## config.mk

```make
export PLATFORM = sky130hd
export DESIGN_NAME = or_ret_rot_exec
export DESIGN_NICKNAME = d
export VERILOG_FILES = /design/src/rtl/or_ret_rot_pkg.sv /design/src/rtl/or_ret_rot_exec.sv
export SDC_FILE = /design/constraint.sdc
export NUM_CORES = 1
export LEC_CHECK = 0
export CAP_MARGIN = 20
export CORE_MARGIN = 2
export CORE_UTILIZATION = 45
export DETAILED_ROUTE_END_ITERATION = 16
export DONT_BUFFER_PORTS = 1
export GPL_ROUTABILITY_DRIVEN = 0
export PLACE_DENSITY = 0.66
export SKIP_LAST_GASP = 1
export SLEW_MARGIN = 20
export SYNTH_ARGS = -nofsm -noshare
export SYNTH_HDL_FRONTEND = slang
export SYNTH_SLANG_ARGS = --single-unit
export TNS_END_PERCENT = 20
```

## constraint.sdc

```tcl
create_clock -name core_clk_i -period 1.3 [get_ports core_clk_i]
set_input_delay 0.065 -clock core_clk_i [delete_from_list [all_inputs] [get_ports core_clk_i]]
set_output_delay 0.065 -clock core_clk_i [all_outputs]
set_load 0.01 [all_outputs]
```

## src/rtl/or_ret_rot_pkg.sv

```systemverilog
// Purpose: Shared constants for the OR / return / rotate execution block
// Assumes: 8-bit data path, 12-bit program counter
// Notes:   Opcode codes are local to this block's command port
package or_ret_rot_pkg;

  localparam int DATA_W = 8;
  localparam int PC_W   = 12;
  localparam int ADDR_W = 8;
  localparam int OP_W   = 3;

  typedef enum logic [OP_W-1:0] {
    OP_NONE        = 3'h0,
    OP_OR_IMM      = 3'h1,
    OP_OR_MEM      = 3'h2,
    OP_SUB_EXIT    = 3'h3,
    OP_SUB_EXIT_LIT = 3'h4,
    OP_INT_EXIT    = 3'h5,
    OP_ROT_MEM     = 3'h6,
    OP_ROT_ACC     = 3'h7
  } op_t;

  localparam logic [DATA_W-1:0] ACC_RESET  = 8'h00;
  localparam logic [PC_W-1:0]   PC_RESET   = 12'h000;
  localparam int                GIE_BIT    = 0;
  localparam int                MSB_BIT    = DATA_W - 1;
  localparam logic [DATA_W-1:0] ZERO_BYTE  = 8'h00;
  localparam logic [PC_W-1:0]   PC_STEP    = 12'h001;

endpackage : or_ret_rot_pkg

```

## src/rtl/or_ret_rot_exec.sv

```systemverilog
// Purpose: Executes OR, subroutine/interrupt exits and left rotations
// Assumes: Caller supplies opcode, immediate, memory byte and stack top
//          int_pending_i and gie_clear_i come from logic on core_clk_i
// Notes:   One instruction per cycle; results appear the next edge
//          Stack storage and its pointer live outside; stack_pop_o asks for the pop
//          A request pending at an interrupt exit is handed back on int_take_o; vectoring is external
//          Only bit 0 of the interrupt control register is implemented
//          Memory write address and data hold after the strobe drops
//          Program counter wraps silently at the top of program space
module or_ret_rot_exec
  import or_ret_rot_pkg::*;
(
  input  wire logic              core_clk_i,
  input  wire logic              rst_i,
  input  wire logic              exec_valid_i,
  input  wire logic [OP_W-1:0]   opcode_i,
  input  wire logic [DATA_W-1:0] imm_i,
  input  wire logic [ADDR_W-1:0] mem_addr_i,
  input  wire logic [DATA_W-1:0] mem_rdata_i,
  input  wire logic [PC_W-1:0]   stack_top_i,
  input  wire logic              int_pending_i,
  input  wire logic              gie_clear_i,
  output logic [DATA_W-1:0]      acc_o,
  output logic                   zero_flag_o,
  output logic [PC_W-1:0]        pc_o,
  output logic [DATA_W-1:0]      interrupt_control_register_o,
  output logic                   mem_we_o,
  output logic [ADDR_W-1:0]      mem_waddr_o,
  output logic [DATA_W-1:0]      mem_wdata_o,
  output logic                   stack_pop_o,
  output logic                   int_take_o
);

  // Whole state in one register; every output is one of its fields
  typedef struct packed {
    logic [DATA_W-1:0] acc;
    logic              zero_flag;
    logic [PC_W-1:0]   pc;
    logic [DATA_W-1:0] interrupt_control_register;
    logic              mem_we;
    logic [ADDR_W-1:0] mem_waddr;
    logic [DATA_W-1:0] mem_wdata;
    logic              stack_pop;
    logic              int_take;
  } state_t;

  state_t cur;
  state_t next_cur;

  function automatic logic is_zero(input logic [DATA_W-1:0] v);
    is_zero = (v == ZERO_BYTE);
  endfunction : is_zero

  // Exits of all three kinds share the stack pop
  function automatic logic pops_stack(input op_t op);
    pops_stack = (op == OP_SUB_EXIT) || (op == OP_SUB_EXIT_LIT) || (op == OP_INT_EXIT);
  endfunction : pops_stack

  function automatic logic writes_mem(input op_t op);
    writes_mem = (op == OP_OR_MEM) || (op == OP_ROT_MEM);
  endfunction : writes_mem

  // Rotations deliberately leave the zero flag alone
  function automatic logic updates_zero(input op_t op);
    updates_zero = (op == OP_OR_IMM) || (op == OP_OR_MEM);
  endfunction : updates_zero

  op_t               op;
  logic [DATA_W-1:0] or_imm;
  logic [DATA_W-1:0] or_mem;
  logic [DATA_W-1:0] or_result;
  logic [PC_W-1:0]   pc_inc;
  wire  [DATA_W-1:0] rot_byte;

  assign op        = op_t'(opcode_i);
  assign or_imm    = cur.acc | imm_i;
  assign or_mem    = cur.acc | mem_rdata_i;
  assign or_result = (op == OP_OR_IMM) ? or_imm : or_mem;
  // Wraps at the top of program space; no overflow trap
  assign pc_inc    = PC_W'(cur.pc + PC_STEP);

  // One wire per bit; the top bit wraps round to bit 0
  for (genvar g = 0; g < DATA_W; g++)
  begin : g_rot
    if (g == MSB_BIT)
    begin : g_wrap
      assign rot_byte[0] = mem_rdata_i[g];
    end
    else
    begin : g_shift
      assign rot_byte[g + 1] = mem_rdata_i[g];
    end
  end

  always_comb
  begin
    next_cur           = cur;
    // Strobes are single-cycle pulses
    next_cur.mem_we    = 1'b0;
    next_cur.stack_pop = 1'b0;
    next_cur.int_take  = 1'b0;

    if (gie_clear_i)
    begin
      next_cur.interrupt_control_register[GIE_BIT] = 1'b0;
    end

    if (exec_valid_i)
    begin
      if (pops_stack(op))
      begin
        next_cur.pc        = stack_top_i;
        next_cur.stack_pop = 1'b1;
      end
      else
      begin
        next_cur.pc = pc_inc;
      end

      if (updates_zero(op))
      begin
        next_cur.zero_flag = is_zero(or_result);
      end

      if (writes_mem(op))
      begin
        next_cur.mem_we    = 1'b1;
        next_cur.mem_waddr = mem_addr_i;
        if (op == OP_ROT_MEM)
        begin
          next_cur.mem_wdata = rot_byte;
        end
        else
        begin
          next_cur.mem_wdata = or_mem;
        end
      end

      unique case (op)
        OP_NONE:
        begin
          // Only the counter moves
        end
        OP_OR_IMM:
        begin
          next_cur.acc = or_imm;
        end
        OP_OR_MEM:
        begin
        end
        OP_SUB_EXIT:
        begin
          // Counter already loaded from the stack above
        end
        OP_SUB_EXIT_LIT:
        begin
          next_cur.acc = imm_i;
        end
        OP_INT_EXIT:
        begin
          // Set wins over a same-cycle clear so the re-enable is never lost
          next_cur.interrupt_control_register[GIE_BIT] = 1'b1;
          // Controller vectors before the popped address is fetched
          next_cur.int_take      = int_pending_i;
        end
        OP_ROT_MEM:
        begin
        end
        OP_ROT_ACC:
        begin
          next_cur.acc = rot_byte;
        end
      endcase
    end
  end

  // Synchronous reset clears every field
  always_ff @(posedge core_clk_i)
  begin
    if (rst_i)
    begin
      cur.acc       <= ACC_RESET;
      cur.zero_flag <= 1'b0;
      cur.pc        <= PC_RESET;
      cur.interrupt_control_register      <= ZERO_BYTE;
      cur.mem_we    <= 1'b0;
      cur.mem_waddr <= '0;
      cur.mem_wdata <= ZERO_BYTE;
      cur.stack_pop <= 1'b0;
      cur.int_take  <= 1'b0;
    end
    else
    begin
      cur <= next_cur;
    end
  end

  assign acc_o                        = cur.acc;
  assign zero_flag_o                  = cur.zero_flag;
  assign pc_o                         = cur.pc;
  assign interrupt_control_register_o = cur.interrupt_control_register;
  assign mem_we_o                     = cur.mem_we;
  assign mem_waddr_o                  = cur.mem_waddr;
  assign mem_wdata_o                  = cur.mem_wdata;
  assign stack_pop_o                  = cur.stack_pop;
  assign int_take_o                   = cur.int_take;

endmodule : or_ret_rot_exec

```

==> impl.org <==
** Status
- Status :: finished, violations left
- Violations in the final reports :: hold timing

** Pwr
- The analysis attributes to cell leakage a power of 0.000985 uW.
- Switching power total :: 753 uW
- Max VDD drop :: 0.506 mV
- Total power density per cell area :: 1100 nW/um^2
- Per report_power, the sequential group accounts for 45.0% of the total.
- Combinational Power Share :: 14.3%
- Part of the power in the clock network :: 40.7%
- Switching part of the total power :: 24.6%
- Cell Int Power :: 2310 uW

** Clock tree
- Root Buffer :: clkbuf_8
- For this design, the sink count on the clock tree is 41.
- Hold-fix buffers at CTS :: 21
- TritonCTS built the clock tree.
- The clock reaches the later pin of the worst-skew pair after slightly below 300 ps.
- The number of clock buffers added by TritonCTS is 5.
- Max H-tree Level :: 2
- Counting along the longest clock path gives a buffer depth of 2.
- CTS clk-pin slew, worst paths :: 80 ps

** Global routing
- The initial antenna violation count was 0.
- Remaining global-route overflow :: 0
- Global-route wire length before repair :: 9000 microns
- Global routing used 21.4% of the available tracks.
- Entering global routing, the biggest net connects 40 pins.
- The number of global-route vias before repair is 1958.

** STA
- The final-report max-slew violation count was 0.
- The final-report hold violation count came to 8.
- Setup total negative slack on the finished layout was measured at 0 ps.
- Final hold analysis gives a worst-case slack of -143 ps.
- Unrepaired setup endpoints after global routing :: yes
- Achievable clock frequency :: 772 MHz
- Setup violations remaining at the end of the flow were counted as 0.
- Setup clock skew after layout :: 3.14 ps
- After layout, the worst path uses 99.6% of the clock period.
- Min cycle time layout :: roughly 1300 ps
- In this run the tightest slew margin relative to its limit is a little over 60%.
- Worst-margin pin slew :: 578 ps

** Floorplan
- Die Span X :: 72.9 microns
- In this run the standard cell core region covers 4660 sq um.
- Count of pins on the block boundary :: 92
- The floorplan step defined a die boundary enclosing 5320 sq um.
- Row count :: 25
- In this run the vertical extent of the chip is 72.9 microns.
- For this configuration, the core starts out at a cell density of 45.9%.

** Detailed routing
- The first TritonRoute pass finished after 4 iterations.
- DRC viols :: 0
- Detail-routed net length per standard cell :: roughly 16 microns
- Final ANT Viol Nets :: 0
- The detailed router finished its first iteration with 89 violations.
- Post-Route WL :: 5740 microns
- Across all layers, the routed design uses 2093 vias.
- Dividing the detail-routed via count by the number of cells gives 5.88.

** Logic synthesis
- FF+latch count, synth :: 41
- Summed instance area of the synthesized netlist :: 2140 sq um
- During synthesis, Yosys emitted a total of 0 warnings.
- Summing the sequential cell areas from Yosys gives approximately two fifths of the chip area.
- Synth Area per Inst :: 8.19 sq um
- Gate count after technology mapping :: 261
- Yosys mapped the design onto 48 distinct sky130hd cell types.
- Counting flops with a built-in enable in the synthesized netlist gives 0.
- Post-synthesis async set-or-reset flop share :: 0%
- For this run, the leading register cell type out of synthesis is dfxtp_1.

** Worst hold path
- Cells on Worst Hold Path :: 1
- Class of the worst hold path :: input port to flop
- Worst min-delay path endpoint :: pc_o[5]
- Launch instance of the worst min-delay path :: exec_valid_i

** Run
- Max-cap violations in this run came to 0.

** Critical path
- Data on the critical path arrives at its endpoint at 1470 ps.
- On the worst path, the slowest cell contributes a delay of 370 ps.
- Cell count of the worst reg-to-reg path :: 5
- The endpoint identified for the worst register-to-register timing path is pc_o[6].
- The worst setup path is launched from a flop.
- Critical Path Sink Type :: flop
- Of all nets on the critical path, the largest fanout is 5.
- Cell Chain, Critical Path :: ha_4, nand3_4, nor4_1, o21bai_1, a221oi_1
- Setup slack on the worst reg-to-reg path comes out at 5 ps.
- Required @ worst endpoint :: 1470 ps
- Crit path max-delay cell type :: dfxtp_4
- Startpoint of the worst-slack reg-to-reg timing path :: pc_o[1]
- The critical path in this run is classified as flop to flop.

** Layout
- In the final layout, the share of cells above drive strength 1 is between 20% and 30%.
- After the last flow step, the layout net total stands at 346.
- Compared with the post-synthesis result, the final layout area differs by 30.0%.
- Diode count :: 0
- Fillers :: 418
- The multi-input combinational cells in the finished layout cover a total of about 1200 sq um.
- Flip-flop and latch area :: between 800 and 900 sq um

** Place
- IO buf count :: 0
- Total half-perimeter wirelength after legalization and detailed placement :: about 4000 microns
## worst max-delay path, delay by kind of cell (launching register included)
kind / cells / cell delay (ps)
simple gates: 2 / 420
compound gates: 2 / 250
flops: 1 / 370
fa+ha+maj: 1 / 140
## cell families (layout without fill, tap and decap cells)
kind of cell | after synthesis | in the layout | synth area share [%]
flops | 41 | 41 | 38.4
mux | 3 | 3 | 1.41
compound gates | 78 | 78 | 25.3
buf+inv | 35 | 70 | 8.61
simple gates | 101 | 101 | 25.1
xor+xnor | 1 | 1 | 0.410
fa+ha+maj | 1 | 1 | 0.585
other cells | 1 | 7 | 0.175
## per-stage QoR
step,std cells,utilization [%],total power [uW],setup WS (ps),area (sq um)
after floorplan,267,-,1690,-16.3,2190
after CTS,355,58.7,3070,-49.5,2740
after global routing,356,59.6,3200,-62.7,2780
after global placement,325,50.4,1750,-36.8,2350
final,356,59.6,3060,5.21,2780
after detailed placement,325,50.4,1760,-82.4,2350
## registers in the layout, indices dropped and copies added (netlist names)
register and cells:
acc_o 8, int_take_o 1, interrupt_control_register_o 1, mem_waddr_o 8
mem_wdata_o 8, mem_we_o 1, pc_o 12, stack_pop_o 1
zero_flag_o 1
## power groups by stage
stage               clock [uW]  sequential [uW]  combinational (uW)
global placement             0             1400                 349
floorplan                    0             1420                 271
global route              1330             1380                 481
detailed placement           0             1400                 354
CTS                       1270             1380                 430
finish                    1250             1380                 438
## cells in the final DEF, fill, tap and decap left out, types with 3 or more instances in the layout
| cell type | instances |
|---|---|
| mux2i_1 | 3 |
| and2_1 | 3 |
| dfxtp_4 | 4 |
| inv_1 | 8 |
| nor4_1 | 7 |
| buf_4 | 31 |
| nor3_1 | 4 |
| o21ai_0 | 3 |
| clkbuf_8 | 5 |
| a21oi_1 | 19 |
| nand2_1 | 34 |
| nand3_1 | 4 |
| conb_1 | 7 |
| a31oi_1 | 6 |
| dlygate4sd3_1 | 20 |
| nand2b_1 | 9 |
| a211oi_1 | 17 |
| nor2b_1 | 5 |
| nand4b_1 | 3 |
| o311ai_0 | 9 |
| o22ai_1 | 8 |
| dfxtp_2 | 3 |
| dfxtp_1 | 34 |
| nor2_1 | 11 |
## cell usage after synthesis, types with 2 or more instances
cell	number	area share, %
nand3_1	5	1.2
mux2i_1	3	1.4
nor3_1	5	1.2
a311oi_1	2	0.82
nand4b_1	3	1.2
a31oi_1	6	1.8
nand3b_1	2	0.70
o32ai_1	2	0.82
dfxtp_1	41	38
inv_1	8	1.4
or3_1	2	0.59
a211oi_1	17	6.0
o21ai_0	4	0.94
buf_4	9	3.2
o311ai_0	9	3.7
a21oi_1	19	4.4
a221oi_1	2	0.82
nor2b_1	5	1.5
buf_6	2	1.1
o21bai_1	2	0.70
and2_1	3	0.88
nand2_1	34	6.0
nor3b_1	2	0.70
a21boi_0	2	0.70
nand4_1	2	0.59
nand2b_1	9	2.6
nor4_1	9	2.6
buf_2	3	0.70
and2b_1	2	0.70
o22ai_1	8	2.3
nor2_1	11	1.9
clkbuf_1	12	2.1
## repair_timing
item,in CTS,in global routing
gates resized for setup,7,9
endpoints found under the setup margin,2,7
endpoints found under the hold margin,39,8
gates cloned,0,0
pin swaps,3,4
setup buffers,1,1
## routing by layer
metal	track usage (%)	up-vias	routed length, microns
li1	-	1030	-
met1	27.3	988	2610
met2	34.7	69	2640
met3	6.77	6	430
met4	6.17	0	57
met5	0	-	0
## final cells by class
cell class,count,share of cell area (%)
clock buffers,5,2.48
clock inverters,3,2.48
inverters,8,1.08
multi-input cells,191,43.9
flip-flops and latches,41,30.2
well taps,54,2.43
repair buffers,54,17.4
## how the worst max path moves through the flow
| stage | start | end | cells after the start |
|---|---|---|---|
| after floorplan | pc_o[1] | pc_o[8] | 5 |
| after global placement | pc_o[1] | pc_o[8] | 5 |
| after detailed placement | pc_o[1] | pc_o[8] | 5 |
| after CTS | pc_o[1] | pc_o[8] | 5 |
| after global routing | pc_o[3] | pc_o[9] | 5 |
| final | pc_o[1] | pc_o[6] | 5 |
(Power assumes the default switching activity.)
